File: config.mk
export PLATFORM = sky130hd
export DESIGN_NAME = eag_core
export DESIGN_NICKNAME = d
export VERILOG_FILES = /design/src/eag_pkg.sv /design/src/eag_core.sv /design/src/eag_regbank.sv
export SDC_FILE = /design/constraint.sdc
export NUM_CORES = 2
export LEC_CHECK = 0
export BUFFER_PORTS_ARGS = -buffer_cell sky130_fd_sc_hd__buf_2
export CORE_MARGIN = 2
export CORE_UTILIZATION = 55
export CTS_CLUSTER_DIAMETER = 80
export CTS_CLUSTER_SIZE = 30
export DETAILED_ROUTE_END_ITERATION = 8
export HOLD_SLACK_MARGIN = 0.15
export PLACE_DENSITY = 0.84
export SLEW_MARGIN = 20
export SYNTH_ARGS = -nofsm -noshare
export SYNTH_HDL_FRONTEND = slang
export SYNTH_SLANG_ARGS = --single-unit
export TNS_END_PERCENT = 1
File: constraint.sdc
create_clock -name sys_clk_i -period 6.4 [get_ports sys_clk_i]
set_input_delay 1.28 -clock sys_clk_i [delete_from_list [all_inputs] [get_ports sys_clk_i]]
set_output_delay 1.28 -clock sys_clk_i [all_outputs]
set_load 0.05 [all_outputs]
File: src/eag_pkg.sv
// Purpose: Shared constants and types for the effective address generator.
// Assumes: Codes for modes, kinds and sizes are the decoder's encoding.
// Notes: Physical register slots 0-7 hold data, 8-14 address 0-6, then two stacks.
package eag_pkg;

	// Word widths and register bank shape.
	localparam int EAG_XLEN = 32;
	localparam int EAG_NUM_REGS = 17;
	localparam int EAG_IDX_W = 5;

	// Physical slots of the register bank.
	localparam logic [4:0] EAG_ADDR_BASE = 5'h08;
	localparam logic [4:0] EAG_SSP_SLOT = 5'h0f;
	localparam logic [4:0] EAG_USP_SLOT = 5'h10;
	localparam logic [2:0] EAG_STACK_NUM = 3'h7;

	// Supervisor state bit of the status word.
	localparam int EAG_SUPER_BIT = 13;

	// Effective address mode field.
	localparam logic [2:0] EAG_M_DATA = 3'h0;
	localparam logic [2:0] EAG_M_ADDR = 3'h1;
	localparam logic [2:0] EAG_M_IND = 3'h2;
	localparam logic [2:0] EAG_M_POSTINC = 3'h3;
	localparam logic [2:0] EAG_M_PREDEC = 3'h4;
	localparam logic [2:0] EAG_M_DISP = 3'h5;
	localparam logic [2:0] EAG_M_INDEX = 3'h6;
	localparam logic [2:0] EAG_M_SPECIAL = 3'h7;

	// Register field selectors under the special mode.
	localparam logic [2:0] EAG_S_ABS_SHORT = 3'h0;
	localparam logic [2:0] EAG_S_ABS_LONG = 3'h1;
	localparam logic [2:0] EAG_S_PC_DISP = 3'h2;
	localparam logic [2:0] EAG_S_PC_INDEX = 3'h3;
	localparam logic [2:0] EAG_S_IMM = 3'h4;

	// Operand size codes.
	localparam logic [1:0] EAG_SZ_BYTE = 2'h0;
	localparam logic [1:0] EAG_SZ_WORD = 2'h1;
	localparam logic [1:0] EAG_SZ_LONG = 2'h2;

	// Request kinds.
	localparam logic [1:0] EAG_K_EA = 2'h0;
	localparam logic [1:0] EAG_K_BRANCH = 2'h1;
	localparam logic [1:0] EAG_K_IMPLICIT = 2'h2;

	// Implicit reference selectors.
	localparam logic [1:0] EAG_I_ACTIVE_SP = 2'h0;
	localparam logic [1:0] EAG_I_SSP = 2'h1;
	localparam logic [1:0] EAG_I_USP = 2'h2;
	localparam logic [1:0] EAG_I_STATUS = 2'h3;

	// Steps, program counter offset and absolute short reach.
	localparam logic [31:0] EAG_STEP_BYTE = 32'h00000001;
	localparam logic [31:0] EAG_STEP_WORD = 32'h00000002;
	localparam logic [31:0] EAG_STEP_LONG = 32'h00000004;
	localparam logic [31:0] EAG_PC_OFFSET = 32'h00000002;
	localparam logic [31:0] EAG_SHORT_LO_MAX = 32'h00007fff;
	localparam logic [31:0] EAG_SHORT_HI_MIN = 32'hffff8000;

	typedef enum logic {EAG_IDLE, EAG_CALC} eag_state_t;

endpackage

File: src/eag_core.sv
// Purpose: Effective address generator: operand addresses and register updates.
// Assumes: The decoder holds request fields only in the cycle req_i is high.
// Notes: One request every two cycles; results show two cycles after the request.
// Contract
// - Seventeen registers, eight data, nine address; direct modes use actual contents.
// - Address register seven is supervisor stack when status supervisor bit set, else user.
// - Register indirect uses the selected address register unchanged as address.
// - Predecrement subtracts one, two or four, writes back, uses new value.
// - Postincrement uses old value, then adds one, two or four, writes back.
// - Displacement mode adds sign-extended 16-bit extension word to address register.
// - Index mode adds address register, sign-extended 8-bit displacement and index.
// - Index is any register; word size sign-extends low half, long uses all.
// - Special modes read the register field as a mode selector.
// - Absolute short is sign-extended 16 bits; absolute long is 32 bits.
// - Short form reaches only 0-7fff and ffff8000-ffffffff.
// - PC displacement adds sign-extended 16-bit displacement to program counter.
// - PC index adds program counter, sign-extended 8-bit displacement and index.
// - Immediate operands come from extension words for byte, word and long.
// - Branch target is program counter plus 8- or 16-bit displacement.
// - Implicit references reach active, supervisor, user stack or status word.
// - Odd addresses allowed only for byte accesses.
// - Program counter for relative modes is instruction address plus two.
`timescale 1ns/100ps
module eag_core (
	// Clock and reset.
	input wire logic sys_clk_i,
	input wire logic reset_i,
	// Request from the decoder.
	input wire logic req_i,
	input wire logic [1:0] kind_i,
	input wire logic [2:0] mode_i,
	input wire logic [2:0] reg_sel_i,
	input wire logic [1:0] size_i,
	input wire logic [3:0] idx_sel_i,
	input wire logic idx_long_i,
	input wire logic br_long_i,
	input wire logic [1:0] implicit_i,
	input wire logic [15:0] ext0_i,
	input wire logic [15:0] ext1_i,
	input wire logic [31:0] pc_i,
	input wire logic [15:0] status_word_i,
	// Register load port.
	input wire logic wr_en_i,
	input wire logic [4:0] wr_slot_i,
	input wire logic [31:0] wr_data_i,
	// Results.
	output logic busy_o,
	output logic done_o,
	output logic [31:0] addr_o,
	output logic addr_valid_o,
	output logic [31:0] operand_o,
	output logic operand_valid_o,
	output logic in_reg_o,
	output logic odd_fault_o,
	output logic short_form_o,
	output logic reg_updated_o
);

	// Sign extension of a 16-bit field.
	function automatic logic [31:0] sext16(input logic [15:0] v);
		return {{16{v[15]}}, v};
	endfunction

	// Sign extension of an 8-bit field.
	function automatic logic [31:0] sext8(input logic [7:0] v);
		return {{24{v[7]}}, v};
	endfunction

	// Logical register to physical slot, folding the stack alias by state.
	function automatic logic [4:0] slot_of(input logic is_addr, input logic [2:0] num,
		input logic sup);
		logic [4:0] s;
		s = {2'h0, num};
		if (is_addr)
		begin
			if (num == eag_pkg::EAG_STACK_NUM)
				s = sup ? eag_pkg::EAG_SSP_SLOT : eag_pkg::EAG_USP_SLOT;
			else
				s = eag_pkg::EAG_ADDR_BASE + {2'h0, num};
		end
		return s;
	endfunction

	eag_pkg::eag_state_t state_r;
	eag_pkg::eag_state_t state_nxt;
	logic [1:0] kind_r;
	logic [2:0] mode_r;
	logic [2:0] reg_r;
	logic [1:0] size_r;
	logic idx_long_r;
	logic br_long_r;
	logic [1:0] impl_r;
	logic [15:0] ext0_r;
	logic [15:0] ext1_r;
	logic [31:0] pc_r;
	logic [15:0] sw_r;
	logic [4:0] ea_slot_r;
	logic [31:0] a_val;
	logic [31:0] b_val;
	logic [31:0] ix_val;
	logic [31:0] pc_base;
	logic [31:0] step;
	logic [31:0] imm_val;
	logic [31:0] addr_nxt;
	logic [31:0] operand_nxt;
	logic addr_valid_nxt;
	logic operand_valid_nxt;
	logic in_reg_nxt;
	logic wb_en;
	logic [31:0] wb_data;
	logic sup_now;
	logic take;
	logic calc;
	logic [4:0] ridx_a;
	logic [4:0] ridx_b;
	logic [4:0] bank_widx;
	logic [31:0] bank_wdata;
	logic bank_we;

	// Request acceptance and read indices taken straight from the request.
	assign take = req_i && (state_r == eag_pkg::EAG_IDLE);
	assign calc = (state_r == eag_pkg::EAG_CALC);
	assign sup_now = status_word_i[eag_pkg::EAG_SUPER_BIT];
	assign ridx_a = (kind_i != eag_pkg::EAG_K_IMPLICIT) ?
		slot_of(mode_i != eag_pkg::EAG_M_DATA, reg_sel_i, sup_now) :
		(implicit_i == eag_pkg::EAG_I_SSP) ? eag_pkg::EAG_SSP_SLOT :
		(implicit_i == eag_pkg::EAG_I_USP) ? eag_pkg::EAG_USP_SLOT :
		slot_of(1'b1, eag_pkg::EAG_STACK_NUM, sup_now);
	assign ridx_b = slot_of(idx_sel_i[3], idx_sel_i[2:0], sup_now);
	assign state_nxt = take ? eag_pkg::EAG_CALC : eag_pkg::EAG_IDLE;

	// Latch the request; the bank supplies register data one cycle later.
	always_ff @(posedge sys_clk_i)
	begin
		if (reset_i)
		begin
			state_r <= eag_pkg::EAG_IDLE;
			kind_r <= eag_pkg::EAG_K_EA;
			mode_r <= eag_pkg::EAG_M_DATA;
			reg_r <= 3'h0;
			size_r <= eag_pkg::EAG_SZ_BYTE;
			idx_long_r <= 1'b0;
			br_long_r <= 1'b0;
			impl_r <= eag_pkg::EAG_I_ACTIVE_SP;
			ext0_r <= 16'h0000;
			ext1_r <= 16'h0000;
			pc_r <= 32'h00000000;
			sw_r <= 16'h0000;
			ea_slot_r <= 5'h00;
		end
		else
		begin
			state_r <= state_nxt;
			if (take)
			begin
				kind_r <= kind_i;
				mode_r <= mode_i;
				reg_r <= reg_sel_i;
				size_r <= size_i;
				idx_long_r <= idx_long_i;
				br_long_r <= br_long_i;
				impl_r <= implicit_i;
				ext0_r <= ext0_i;
				ext1_r <= ext1_i;
				pc_r <= pc_i;
				sw_r <= status_word_i;
				ea_slot_r <= ridx_a;
			end
		end
	end

	// Operand arithmetic; plain 32-bit sums wrap without any carry flag.
	assign ix_val = idx_long_r ? b_val : sext16(b_val[15:0]);
	assign pc_base = pc_r + eag_pkg::EAG_PC_OFFSET;
	assign step = (size_r == eag_pkg::EAG_SZ_LONG) ? eag_pkg::EAG_STEP_LONG :
		(size_r == eag_pkg::EAG_SZ_WORD) ? eag_pkg::EAG_STEP_WORD :
		(reg_r == eag_pkg::EAG_STACK_NUM) ? eag_pkg::EAG_STEP_WORD :
		eag_pkg::EAG_STEP_BYTE;
	assign imm_val = (size_r == eag_pkg::EAG_SZ_LONG) ? {ext0_r, ext1_r} :
		(size_r == eag_pkg::EAG_SZ_WORD) ? {16'h0000, ext0_r} :
		{24'h000000, ext0_r[7:0]};

	// Mode selection of address, operand and write-back.
	always_comb
	begin
		addr_nxt = 32'h00000000;
		operand_nxt = 32'h00000000;
		addr_valid_nxt = 1'b0;
		operand_valid_nxt = 1'b0;
		in_reg_nxt = 1'b0;
		wb_en = 1'b0;
		wb_data = a_val;
		case (kind_r)
			eag_pkg::EAG_K_BRANCH:
			begin
				addr_nxt = pc_base + (br_long_r ? sext16(ext0_r) : sext8(ext0_r[7:0]));
				addr_valid_nxt = 1'b1;
			end
			eag_pkg::EAG_K_IMPLICIT:
			begin
				operand_nxt = (impl_r == eag_pkg::EAG_I_STATUS) ? {16'h0000, sw_r} : a_val;
				operand_valid_nxt = 1'b1;
				in_reg_nxt = 1'b1;
			end
			eag_pkg::EAG_K_EA:
			begin
				case (mode_r)
					eag_pkg::EAG_M_DATA, eag_pkg::EAG_M_ADDR:
					begin
						operand_nxt = a_val;
						operand_valid_nxt = 1'b1;
						in_reg_nxt = 1'b1;
					end
					eag_pkg::EAG_M_IND:
					begin
						addr_nxt = a_val;
						addr_valid_nxt = 1'b1;
					end
					eag_pkg::EAG_M_POSTINC:
					begin
						addr_nxt = a_val;
						addr_valid_nxt = 1'b1;
						wb_en = 1'b1;
						wb_data = a_val + step;
					end
					eag_pkg::EAG_M_PREDEC:
					begin
						addr_nxt = a_val - step;
						addr_valid_nxt = 1'b1;
						wb_en = 1'b1;
						wb_data = a_val - step;
					end
					eag_pkg::EAG_M_DISP:
					begin
						addr_nxt = a_val + sext16(ext0_r);
						addr_valid_nxt = 1'b1;
					end
					eag_pkg::EAG_M_INDEX:
					begin
						addr_nxt = a_val + sext8(ext0_r[7:0]) + ix_val;
						addr_valid_nxt = 1'b1;
					end
					eag_pkg::EAG_M_SPECIAL:
					begin
						case (reg_r)
							eag_pkg::EAG_S_ABS_SHORT:
							begin
								addr_nxt = sext16(ext0_r);
								addr_valid_nxt = 1'b1;
							end
							eag_pkg::EAG_S_ABS_LONG:
							begin
								addr_nxt = {ext0_r, ext1_r};
								addr_valid_nxt = 1'b1;
							end
							eag_pkg::EAG_S_PC_DISP:
							begin
								addr_nxt = pc_base + sext16(ext0_r);
								addr_valid_nxt = 1'b1;
							end
							eag_pkg::EAG_S_PC_INDEX:
							begin
								addr_nxt = pc_base + sext8(ext0_r[7:0]) + ix_val;
								addr_valid_nxt = 1'b1;
							end
							eag_pkg::EAG_S_IMM:
							begin
								operand_nxt = imm_val;
								operand_valid_nxt = 1'b1;
							end
							default:
							begin
								addr_valid_nxt = 1'b0;
							end
						endcase
					end
					default:
					begin
						addr_valid_nxt = 1'b0;
					end
				endcase
			end
			default:
			begin
				addr_valid_nxt = 1'b0;
			end
		endcase
	end

	// The bank write port: an address update outranks an outside load.
	assign bank_we = (calc && wb_en) || wr_en_i;
	assign bank_widx = (calc && wb_en) ? ea_slot_r : wr_slot_i;
	assign bank_wdata = (calc && wb_en) ? wb_data : wr_data_i;

	eag_regbank u_bank (
		.sys_clk_i(sys_clk_i),
		.reset_i(reset_i),
		.we_i(bank_we),
		.widx_i(bank_widx),
		.wdata_i(bank_wdata),
		.ridx_a_i(ridx_a),
		.ridx_b_i(ridx_b),
		.rdata_a_o(a_val),
		.rdata_b_o(b_val)
	);

	// Result registers; busy_o, done_o and reg_updated_o update every cycle, the other outputs change only on the cycle after a calculation.
	always_ff @(posedge sys_clk_i)
	begin
		if (reset_i)
		begin
			busy_o <= 1'b0;
			done_o <= 1'b0;
			addr_o <= 32'h00000000;
			addr_valid_o <= 1'b0;
			operand_o <= 32'h00000000;
			operand_valid_o <= 1'b0;
			in_reg_o <= 1'b0;
			odd_fault_o <= 1'b0;
			short_form_o <= 1'b0;
			reg_updated_o <= 1'b0;
		end
		else
		begin
			busy_o <= take;
			done_o <= calc;
			reg_updated_o <= calc && wb_en;
			if (calc)
			begin
				addr_o <= addr_nxt;
				addr_valid_o <= addr_valid_nxt;
				operand_o <= operand_nxt;
				operand_valid_o <= operand_valid_nxt;
				in_reg_o <= in_reg_nxt;
				odd_fault_o <= addr_valid_nxt && addr_nxt[0] &&
					(kind_r == eag_pkg::EAG_K_BRANCH || size_r != eag_pkg::EAG_SZ_BYTE);
				short_form_o <= addr_valid_nxt && ((addr_nxt <= eag_pkg::EAG_SHORT_LO_MAX) ||
					(addr_nxt >= eag_pkg::EAG_SHORT_HI_MIN));
			end
		end
	end

	// Checks on the generated results.
	chk_done_after_req: assert property (@(posedge sys_clk_i) disable iff (reset_i)
		take |-> ##2 done_o) else $error("done missing two cycles after request");
	chk_ind_unchanged: assert property (@(posedge sys_clk_i) disable iff (reset_i)
		calc && kind_r == eag_pkg::EAG_K_EA && mode_r == eag_pkg::EAG_M_IND
		|=> addr_o == $past(a_val) && !reg_updated_o) else $error("indirect address changed");
	chk_predec_addr: assert property (@(posedge sys_clk_i) disable iff (reset_i)
		calc && kind_r == eag_pkg::EAG_K_EA && mode_r == eag_pkg::EAG_M_PREDEC
		|=> addr_o == $past(a_val) - $past(step) && reg_updated_o)
		else $error("predecrement address wrong");
	chk_postinc_wb: assert property (@(posedge sys_clk_i) disable iff (reset_i)
		calc && kind_r == eag_pkg::EAG_K_EA && mode_r == eag_pkg::EAG_M_POSTINC
		|-> bank_we && bank_wdata == a_val + step ##1 addr_o == $past(a_val))
		else $error("postincrement update wrong");
	chk_stack_even: assert property (@(posedge sys_clk_i) disable iff (reset_i)
		calc && wb_en && reg_r == eag_pkg::EAG_STACK_NUM && size_r == eag_pkg::EAG_SZ_BYTE
		|-> bank_we && bank_wdata[0] == a_val[0]) else $error("stack stepped by one");
	chk_disp_sum: assert property (@(posedge sys_clk_i) disable iff (reset_i)
		calc && kind_r == eag_pkg::EAG_K_EA && mode_r == eag_pkg::EAG_M_DISP
		|=> addr_o == $past(a_val) + {{16{$past(ext0_r[15])}}, $past(ext0_r)})
		else $error("displacement sum wrong");
	chk_pc_base: assert property (@(posedge sys_clk_i) disable iff (reset_i)
		take && kind_i == eag_pkg::EAG_K_BRANCH && !br_long_i && ext0_i[7:0] == 8'h00
		|-> ##2 addr_o == $past(pc_i, 2) + eag_pkg::EAG_PC_OFFSET)
		else $error("program counter base wrong");
	chk_odd_fault: assert property (@(posedge sys_clk_i) disable iff (reset_i)
		done_o && addr_valid_o && addr_o[0] && $past(size_r) == eag_pkg::EAG_SZ_BYTE &&
		$past(kind_r) == eag_pkg::EAG_K_EA |-> !odd_fault_o)
		else $error("odd byte address flagged");
	chk_short_gap: assert property (@(posedge sys_clk_i) disable iff (reset_i)
		done_o && addr_valid_o && addr_o > eag_pkg::EAG_SHORT_LO_MAX &&
		addr_o < eag_pkg::EAG_SHORT_HI_MIN |-> !short_form_o)
		else $error("short form claimed in gap");
	chk_busy_refuse: assert property (@(posedge sys_clk_i) disable iff (reset_i)
		busy_o && req_i |=> !busy_o && done_o) else $error("request taken while busy");

	// Main scenarios.
	cov_predec: cover property (@(posedge sys_clk_i) disable iff (reset_i)
		calc && mode_r == eag_pkg::EAG_M_PREDEC && kind_r == eag_pkg::EAG_K_EA);
	cov_pc_index: cover property (@(posedge sys_clk_i) disable iff (reset_i)
		calc && mode_r == eag_pkg::EAG_M_SPECIAL && reg_r == eag_pkg::EAG_S_PC_INDEX);
	cov_branch: cover property (@(posedge sys_clk_i) disable iff (reset_i)
		calc && kind_r == eag_pkg::EAG_K_BRANCH);
	cov_back_to_back: cover property (@(posedge sys_clk_i) disable iff (reset_i)
		take ##2 take);

endmodule

File: src/eag_regbank.sv
// Purpose: Bank of seventeen 32-bit registers with two registered read ports.
// Assumes: One write port; a write and a read of one slot in a cycle reads old data.
// Notes: Read data appear one clock after the index is presented.
`timescale 1ns/100ps
module eag_regbank #(
	parameter int WIDTH = eag_pkg::EAG_XLEN,
	parameter int DEPTH = eag_pkg::EAG_NUM_REGS,
	parameter int IDX_W = eag_pkg::EAG_IDX_W
) (
	// Clock and reset.
	input wire logic sys_clk_i,
	input wire logic reset_i,
	// Write port.
	input wire logic we_i,
	input wire logic [IDX_W-1:0] widx_i,
	input wire logic [WIDTH-1:0] wdata_i,
	// Read ports.
	input wire logic [IDX_W-1:0] ridx_a_i,
	input wire logic [IDX_W-1:0] ridx_b_i,
	output logic [WIDTH-1:0] rdata_a_o,
	output logic [WIDTH-1:0] rdata_b_o
);

	logic [WIDTH-1:0] mem_r [DEPTH];

	// Storage; registers clear on reset so reads never return unknowns.
	always_ff @(posedge sys_clk_i)
	begin
		if (reset_i)
		begin
			for (int i = 0; i < DEPTH; i++)
				mem_r[i] <= '0;
		end
		else if (we_i && (int'(widx_i) < DEPTH))
			mem_r[widx_i] <= wdata_i;
	end

	// Registered reads; an out-of-range index reads zero.
	always_ff @(posedge sys_clk_i)
	begin
		if (reset_i)
		begin
			rdata_a_o <= '0;
			rdata_b_o <= '0;
		end
		else
		begin
			rdata_a_o <= (int'(ridx_a_i) < DEPTH) ? mem_r[ridx_a_i] : '0;
			rdata_b_o <= (int'(ridx_b_i) < DEPTH) ? mem_r[ridx_b_i] : '0;
		end
	end

endmodule

### Word level (Yosys, flattened, before mapping)

Memory sizes are Yosys's and may differ from the RTL's. A register that Yosys moved wholly into a read port is not among the register bits.
Cells that the tools add are included.

* register bits: 172
* bits in latches: 0
* memory bits (writable): 544
* memory bits (read-only): 0
* output and inout bits: 72
* memories: 1

Memory list
* u_bank.mem_r: words 17, width 32, rd ports 2, clocked after memory_dff 2, write ports 17, RTL line eag_regbank.sv:24 `logic [WIDTH-1:0] mem_r [DEPTH];`

* add/subtract/negate cells: 12
* multipliers: 0
* divide/modulo/power cells: 0
* magnitude comparators: 5
* equal/unequal tests: 22
* shifts and indexed selects: 0
* multiplexer cells: 45
* bitwise operators: 3
* reductions and logical operators: 22

Operators by type and width (number)
* $mux 32: 8
* $pmux 32 s2: 4
* $add 32x32->32: 7
* $pmux 32 s5: 1
* $pmux 32 s4: 1
* $mux 5: 10
* $add 32x2->32 const B: 1
* $add 32x3->32: 1
* $ge 32x32->1 const B: 1
* $le 32x15->1 const B: 1
* $reduce_or 32->1: 1
* $sub 32x3->32: 1
* $eq 3x3->1 const B: 8
* $mux 16: 1
* $lt 5x5->1 const B: 3
* $eq 3x2->1 const B: 4
* $mux 1: 12
* $add 4x3->5 const A: 2
* $pmux 1 s2: 5
* $reduce_or 2->1: 5
* $eq 2x2->1 const B: 4
* $eq 2x1->1 const B: 3
* $eq 3x1->1 const B: 2
* $logic_and 1x1->1: 6
* other kinds (11): 17

### Logic depth before layout (Yosys ltp)

* depth in word-level cells: 13
* depth in mapped cells: 27

### By module

From an unflattened synthesis, not the netlist that was laid out.

* cells, all modules: 6210
* area, all modules: 73396.6 sq um

Modules (own cells, without submodules)
* eag_regbank: times used 1, cells each 3289, area an instance 52700.5 sq um
* eag_core: times used 1, cells each 2921, area an instance 20696.1 sq um

### Worst setup path before layout

Ideal clock, no wire load.

* path type: reg-to-reg
* from: reg ext0_r[7]
* to: reg short_form_o
* data arrival time: 6.947 ns
* setup slack: -0.620 ns
* stages on the path, launching flop included: 19
* period minus slack after synthesis: 7.020 ns
* path through: dfxtp_1 inv_1 fa_1 inv_1 ha_1 clkbuf_1 a21oi_1 o21ai_0 a22oi_1 nand3_1 or3_1 a41oi_1 o31ai_1 o2111a_1 or4_1 nor4b_1 and4_1 or4b_1 o211ai_2

* cells in the longest elaborated chain, start to end: 8
* elaborated cells on any way between the ends: 15
* classes of those cells: add/sub: 7; order compare: 2; mux: 4; reduce/logical: 2

Ends and longest elaborated chain
* start: declaration: RTL line eag_core.sv:93 `logic [15:0] ext0_r;`
* start signal: assignment: RTL line eag_core.sv:163 `ext0_r <= ext0_i;`
* $add 32x32->32 (2 in a row): RTL line eag_core.sv:263 `addr_nxt = pc_base + sext8(ext0_r[7:0]) + ix_val;`
* $pmux 32 s4: RTL line eag_core.sv:245 `case (reg_r)`
* $pmux 32 s5: RTL line eag_core.sv:207 `case (mode_r)`
* $pmux 32 s2 *: RTL line eag_core.sv:193 `case (kind_r)`
* $le 32x15->1 / $ge 32x32->1 (equally long branches): RTL line eag_core.sv:337, eag_core.sv:338
* $logic_or 1x1->1 *: RTL line eag_core.sv:337 `short_form_o <= addr_valid_nxt && ((addr_nxt <= eag_pkg::EAG_SHORT_LO_MAX) ||`
* $logic_and 1x1->1 *: RTL line eag_core.sv:337
* end signal: assignment: RTL line eag_core.sv:337
* end: declaration: RTL line eag_core.sv:55 `output logic short_form_o,`

Every way passes the cells marked *; elsewhere a longest branch is shown, timed or not.
A chain may end at the register's enable or synchronous reset.

### Final worst setup path

* from: reg pc_r[3]
* to: reg short_form_o

* cells in the longest elaborated chain, start to end: 9
* elaborated cells on any way between the ends: 12
* classes of those cells: add/sub: 5; order compare: 2; mux: 3; reduce/logical: 2

Ends and longest elaborated chain
* start: declaration: RTL line eag_core.sv:95 `logic [31:0] pc_r;`
* start signal: assignment: RTL line eag_core.sv:165 `pc_r <= pc_i;`
* $add 32x2->32 *: RTL line eag_core.sv:174 `assign pc_base = pc_r + eag_pkg::EAG_PC_OFFSET;`
* $add 32x32->32 (2 in a row): RTL line eag_core.sv:263
* $pmux 32 s4: RTL line eag_core.sv:245
* $pmux 32 s5: RTL line eag_core.sv:207
* $pmux 32 s2 *: RTL line eag_core.sv:193
* $le 32x15->1 / $ge 32x32->1 (equally long branches): RTL line eag_core.sv:337, eag_core.sv:338
* $logic_or 1x1->1 *: RTL line eag_core.sv:337
* $logic_and 1x1->1 *: RTL line eag_core.sv:337

Marks and branches as above.

==> results_dict.tcl <==
set metrics [dict create \
    drt_iter0_drc 7656 \
    clk_latency_ns 0.67 \
    wire_per_inst_um 28.5 \
    crit_arrival_ns 6.55 \
    synth_flop_cell "edfxtp_1" \
    finClkSkew_ns 0.0881 \
    p_clk_frac 0.266 \
    route.detailed.drc 0 \
    cts_buffers 40 \
    critPathMaxStageDelay_ns 0.54 \
    hp-class "register to register" \
    cts.htree.levels 2 \
    areaGrowthSynthToFinish_pct 8.37 \
    grt_overflow_total 0 \
    fp.dieW_um 308 \
    cts_hold_buf 0 \
    drt_first_pass_iters 8 \
    cts_resized 0 \
    seqCellArea_um2 21100 \
    worst_slack_ns 0.379 \
    cp-startpoint "pc_r[3]" \
    place_ws_ns 0.323 \
    fin_crit_ns 6.02 \
    setup_tns_ns 0 \
    endpoint_kind "register" \
    pin_count 211 \
    cts-root-buf "clkbuf_16" \
    clock.fmax_mhz 166 \
    hpwl_um 136000 \
    layout-drive-gt1-share 0.122 \
    status "finished clean" \
    post-cts-setup-buffers 0 \
    synthMuxAreaShare 0.0559 \
    vias_per_cell 7.01 \
    grt_usage 0.408 \
    cts_tree "yes" \
    post_synth.cell_area_avg_um2 8.93 \
    crit_path_top_delay_cell "or4_1" \
    rows 111 \
    grt_pass1_vias 46700 \
    ys_types 100 \
    slew_headroom 0.221 \
    syn_inst 5700 \
    synth_edf_count 547 \
    place.gp.congestion 1.03 \
    p_switching_mw 4.16 \
    layout.nets 6058 \
    yosysSeqAreaShare 0.415 \
    worstMarginPinSlew_ns 1.17 \
    clkSlewWorstSetupHoldPaths_ns 0.10 \
    fin_crit_sh 0.941 \
    path_common_cell "nand2_1" \
    ys_seq_elements 782 \
    synth-simple-area-share 0.185 \
    final_common_cell "nor2_1" \
    crit_type "register to register" \
    syn-cell-area_um2 50900 \
    power_frac_seq 0.474 \
    p_leak_nw 21.7 \
    drtAntennaViolNets 0 \
    rsz0062_at_grt "no" \
    cts.path.max_buffers 3 \
    worst_ir_drop_vdd_uv 228 \
    yosysWarnings 0 \
    wl_um 197000 \
    final_cell_mix "nor2_1 (921), nand2_1 (662), edfxtp_1 (547)" \
    hp-start "addr_o[16]" \
    power_density_nw_per_um2 222 \
    maxCapViolCount 0 \
    p_sw_frac 0.340 \
    timing.rr.start "pc_r[3]" \
    start_util 0.555 \
    clock_sinks 782 \
    synth_adder_area_share 0.0641 \
    power.internal_mw 8.07 \
    hold_slack_ns 0.452 \
    synth_top_family_by_area "compound AO/OA/AOI/OAI gates" \
    vias 48500 \
    core_um2 91700 \
    die_h_um 308 \
    synth_compound_area_frac 0.199 \
    setup-violations-final 0 \
    comb_power_share 0.260 \
    multi_input_area_um2 27500 \
    cp.required_ns 6.93 \
    synth_xor_area_frac 0.0301 \
    numPortBuffers 210 \
    ys_async_sr_fraction 0 \
    hold_violations 0 \
    path_delay_family "simple AND/OR/NAND/NOR gates" \
    final_util 0.602 \
    fillers 7714 \
    drv_slew 0 \
    crit_buf_inv 4 \
    grt_pass1_wl_um 289000 \
    dieArea_um2 95000 \
    antenna_found_initial 8 \
    grt_max_degree 111 \
    cp-start-kind "register" \
    path_max_fanout 5 \
]
cell type report:
cell class,count,area share
multi-input cells,4263,0.498
flip-flops and latches,782,0.383
repair buffers,438,0.0538
well taps,1186,0.0269
clock buffers,46,0.0187
inverters,174,0.0119
clock inverters,25,0.00719
diodes,4,0.000182
logic make-up (layout without fill, tap and decap cells):
family / after synthesis / after routing
adder cells (fa/ha/maj): 220 / 220
multiplexers: 161 / 161
XOR/XNOR: 175 / 175
buffers and inverters: 657 / 683
other: 1 / 7
AO/OA/AOI/OAI: 1553 / 1553
flip-flops: 782 / 782
AND/OR/NAND/NOR: 2151 / 2151
metrics by stage:
| stage | total power [mW] | area [µm²] | std cells |
|---|---|---|---|
| 2_1_floorplan | 7.88 | 50900 | 5702 |
| 3_3_place_gp | 8.90 | 53600 | 6842 |
| 3_5_place_dp | 8.95 | 53700 | 6843 |
| 4_1_cts | 12.1 | 55100 | 6914 |
| 5_1_grt | 12.6 | 55100 | 6915 |
| 6_report | 12.2 | 55100 | 6918 |
final timing paths:
path	endpoint	depth (start not counted)	slack [ns]
max	short_form_o	26	0.38
min	addr_o[16]	2	0.45
max reg2reg	short_form_o	26	0.38
min reg2reg	addr_o[16]	2	0.45
power by group through the flow:
| stage | logic [mW] | clock network, mW | registers [mW] |
|---|---|---|---|
| 2_1_floorplan | 1.99 | 0 | 5.89 |
| 3_3_place_gp | 3.01 | 0 | 5.89 |
| 3_5_place_dp | 3.04 | 0 | 5.90 |
| 4_1_cts | 3.06 | 3.24 | 5.79 |
| 5_1_grt | 3.37 | 3.41 | 5.81 |
| 6_report | 3.18 | 3.25 | 5.80 |
cells in the mapped netlist, types with 38 or more instances:
cell type	count	share of area
or3_1	70	0.0086
o221ai_1	46	0.0079
nor2b_1	39	0.0048
nand2_1	663	0.049
a21o_1	50	0.0074
mux4_2	98	0.043
o21ai_0	241	0.024
nor3_1	105	0.010
fa_1	68	0.027
ha_1	152	0.037
inv_1	173	0.013
nand3_1	59	0.0058
xnor2_1	108	0.019
a21oi_1	405	0.040
a211oi_1	230	0.034
a31oi_1	109	0.013
o22ai_1	91	0.011
a22oi_1	38	0.0056
dfxtp_1	235	0.092
buf_1	43	0.0032
and3_1	50	0.0061
nand2b_1	46	0.0057
nor2_1	928	0.068
and2_1	52	0.0064
clkbuf_1	419	0.031
mux2i_1	58	0.011
o211ai_1	83	0.012
nand4_1	58	0.0071
xor2_1	67	0.012
edfxtp_1	547	0.32
state kept, by name, indices dropped and copies added, names as in the netlist, 3 cells and up:
register          cells
addr_o               32
ea_slot_r             5
ext0_r               16
ext1_r               16
mode_r                3
operand_o            32
pc_r                 32
reg_r                 3
sw_r                 16
u_bank.mem_r        547
u_bank.rdata_a_o     32
u_bank.rdata_b_o     32
layer usage:
| metal | vias up | global-route usage | routed length, µm |
|---|---|---|---|
| li1 | 20800 | - | - |
| met1 | 22700 | 0.490 | 66200 |
| met2 | 3975 | 0.648 | 88400 |
| met3 | 1008 | 0.115 | 27400 |
| met4 | 8 | 0.259 | 15400 |
| met5 | - | 0 | 54 |
worst reg2reg max path, stage by stage, from the launching register on:
cell,delay [ns]
dfxtp_1,0.42
nand3_1,0.15
nor2_2,0.14
and3_1,0.21
and3_2,0.27
and2_2,0.22
nand2_1,0.08
xnor2_1,0.23
inv_1,0.09
fa_1,0.50
inv_1,0.05
ha_1,0.34
nand2_1,0.12
nor4_1,0.39
a22oi_2,0.14
nand3_1,0.15
buf_4,0.13
nand2_1,0.04
a41oi_1,0.23
o31ai_1,0.10
o2111a_1,0.15
or4_1,0.54
nor4b_2,0.24
buf_4,0.16
and4_1,0.20
or4b_1,0.46
o211ai_2,0.14
No activity file was read; power rests on OpenSTA's default activity.
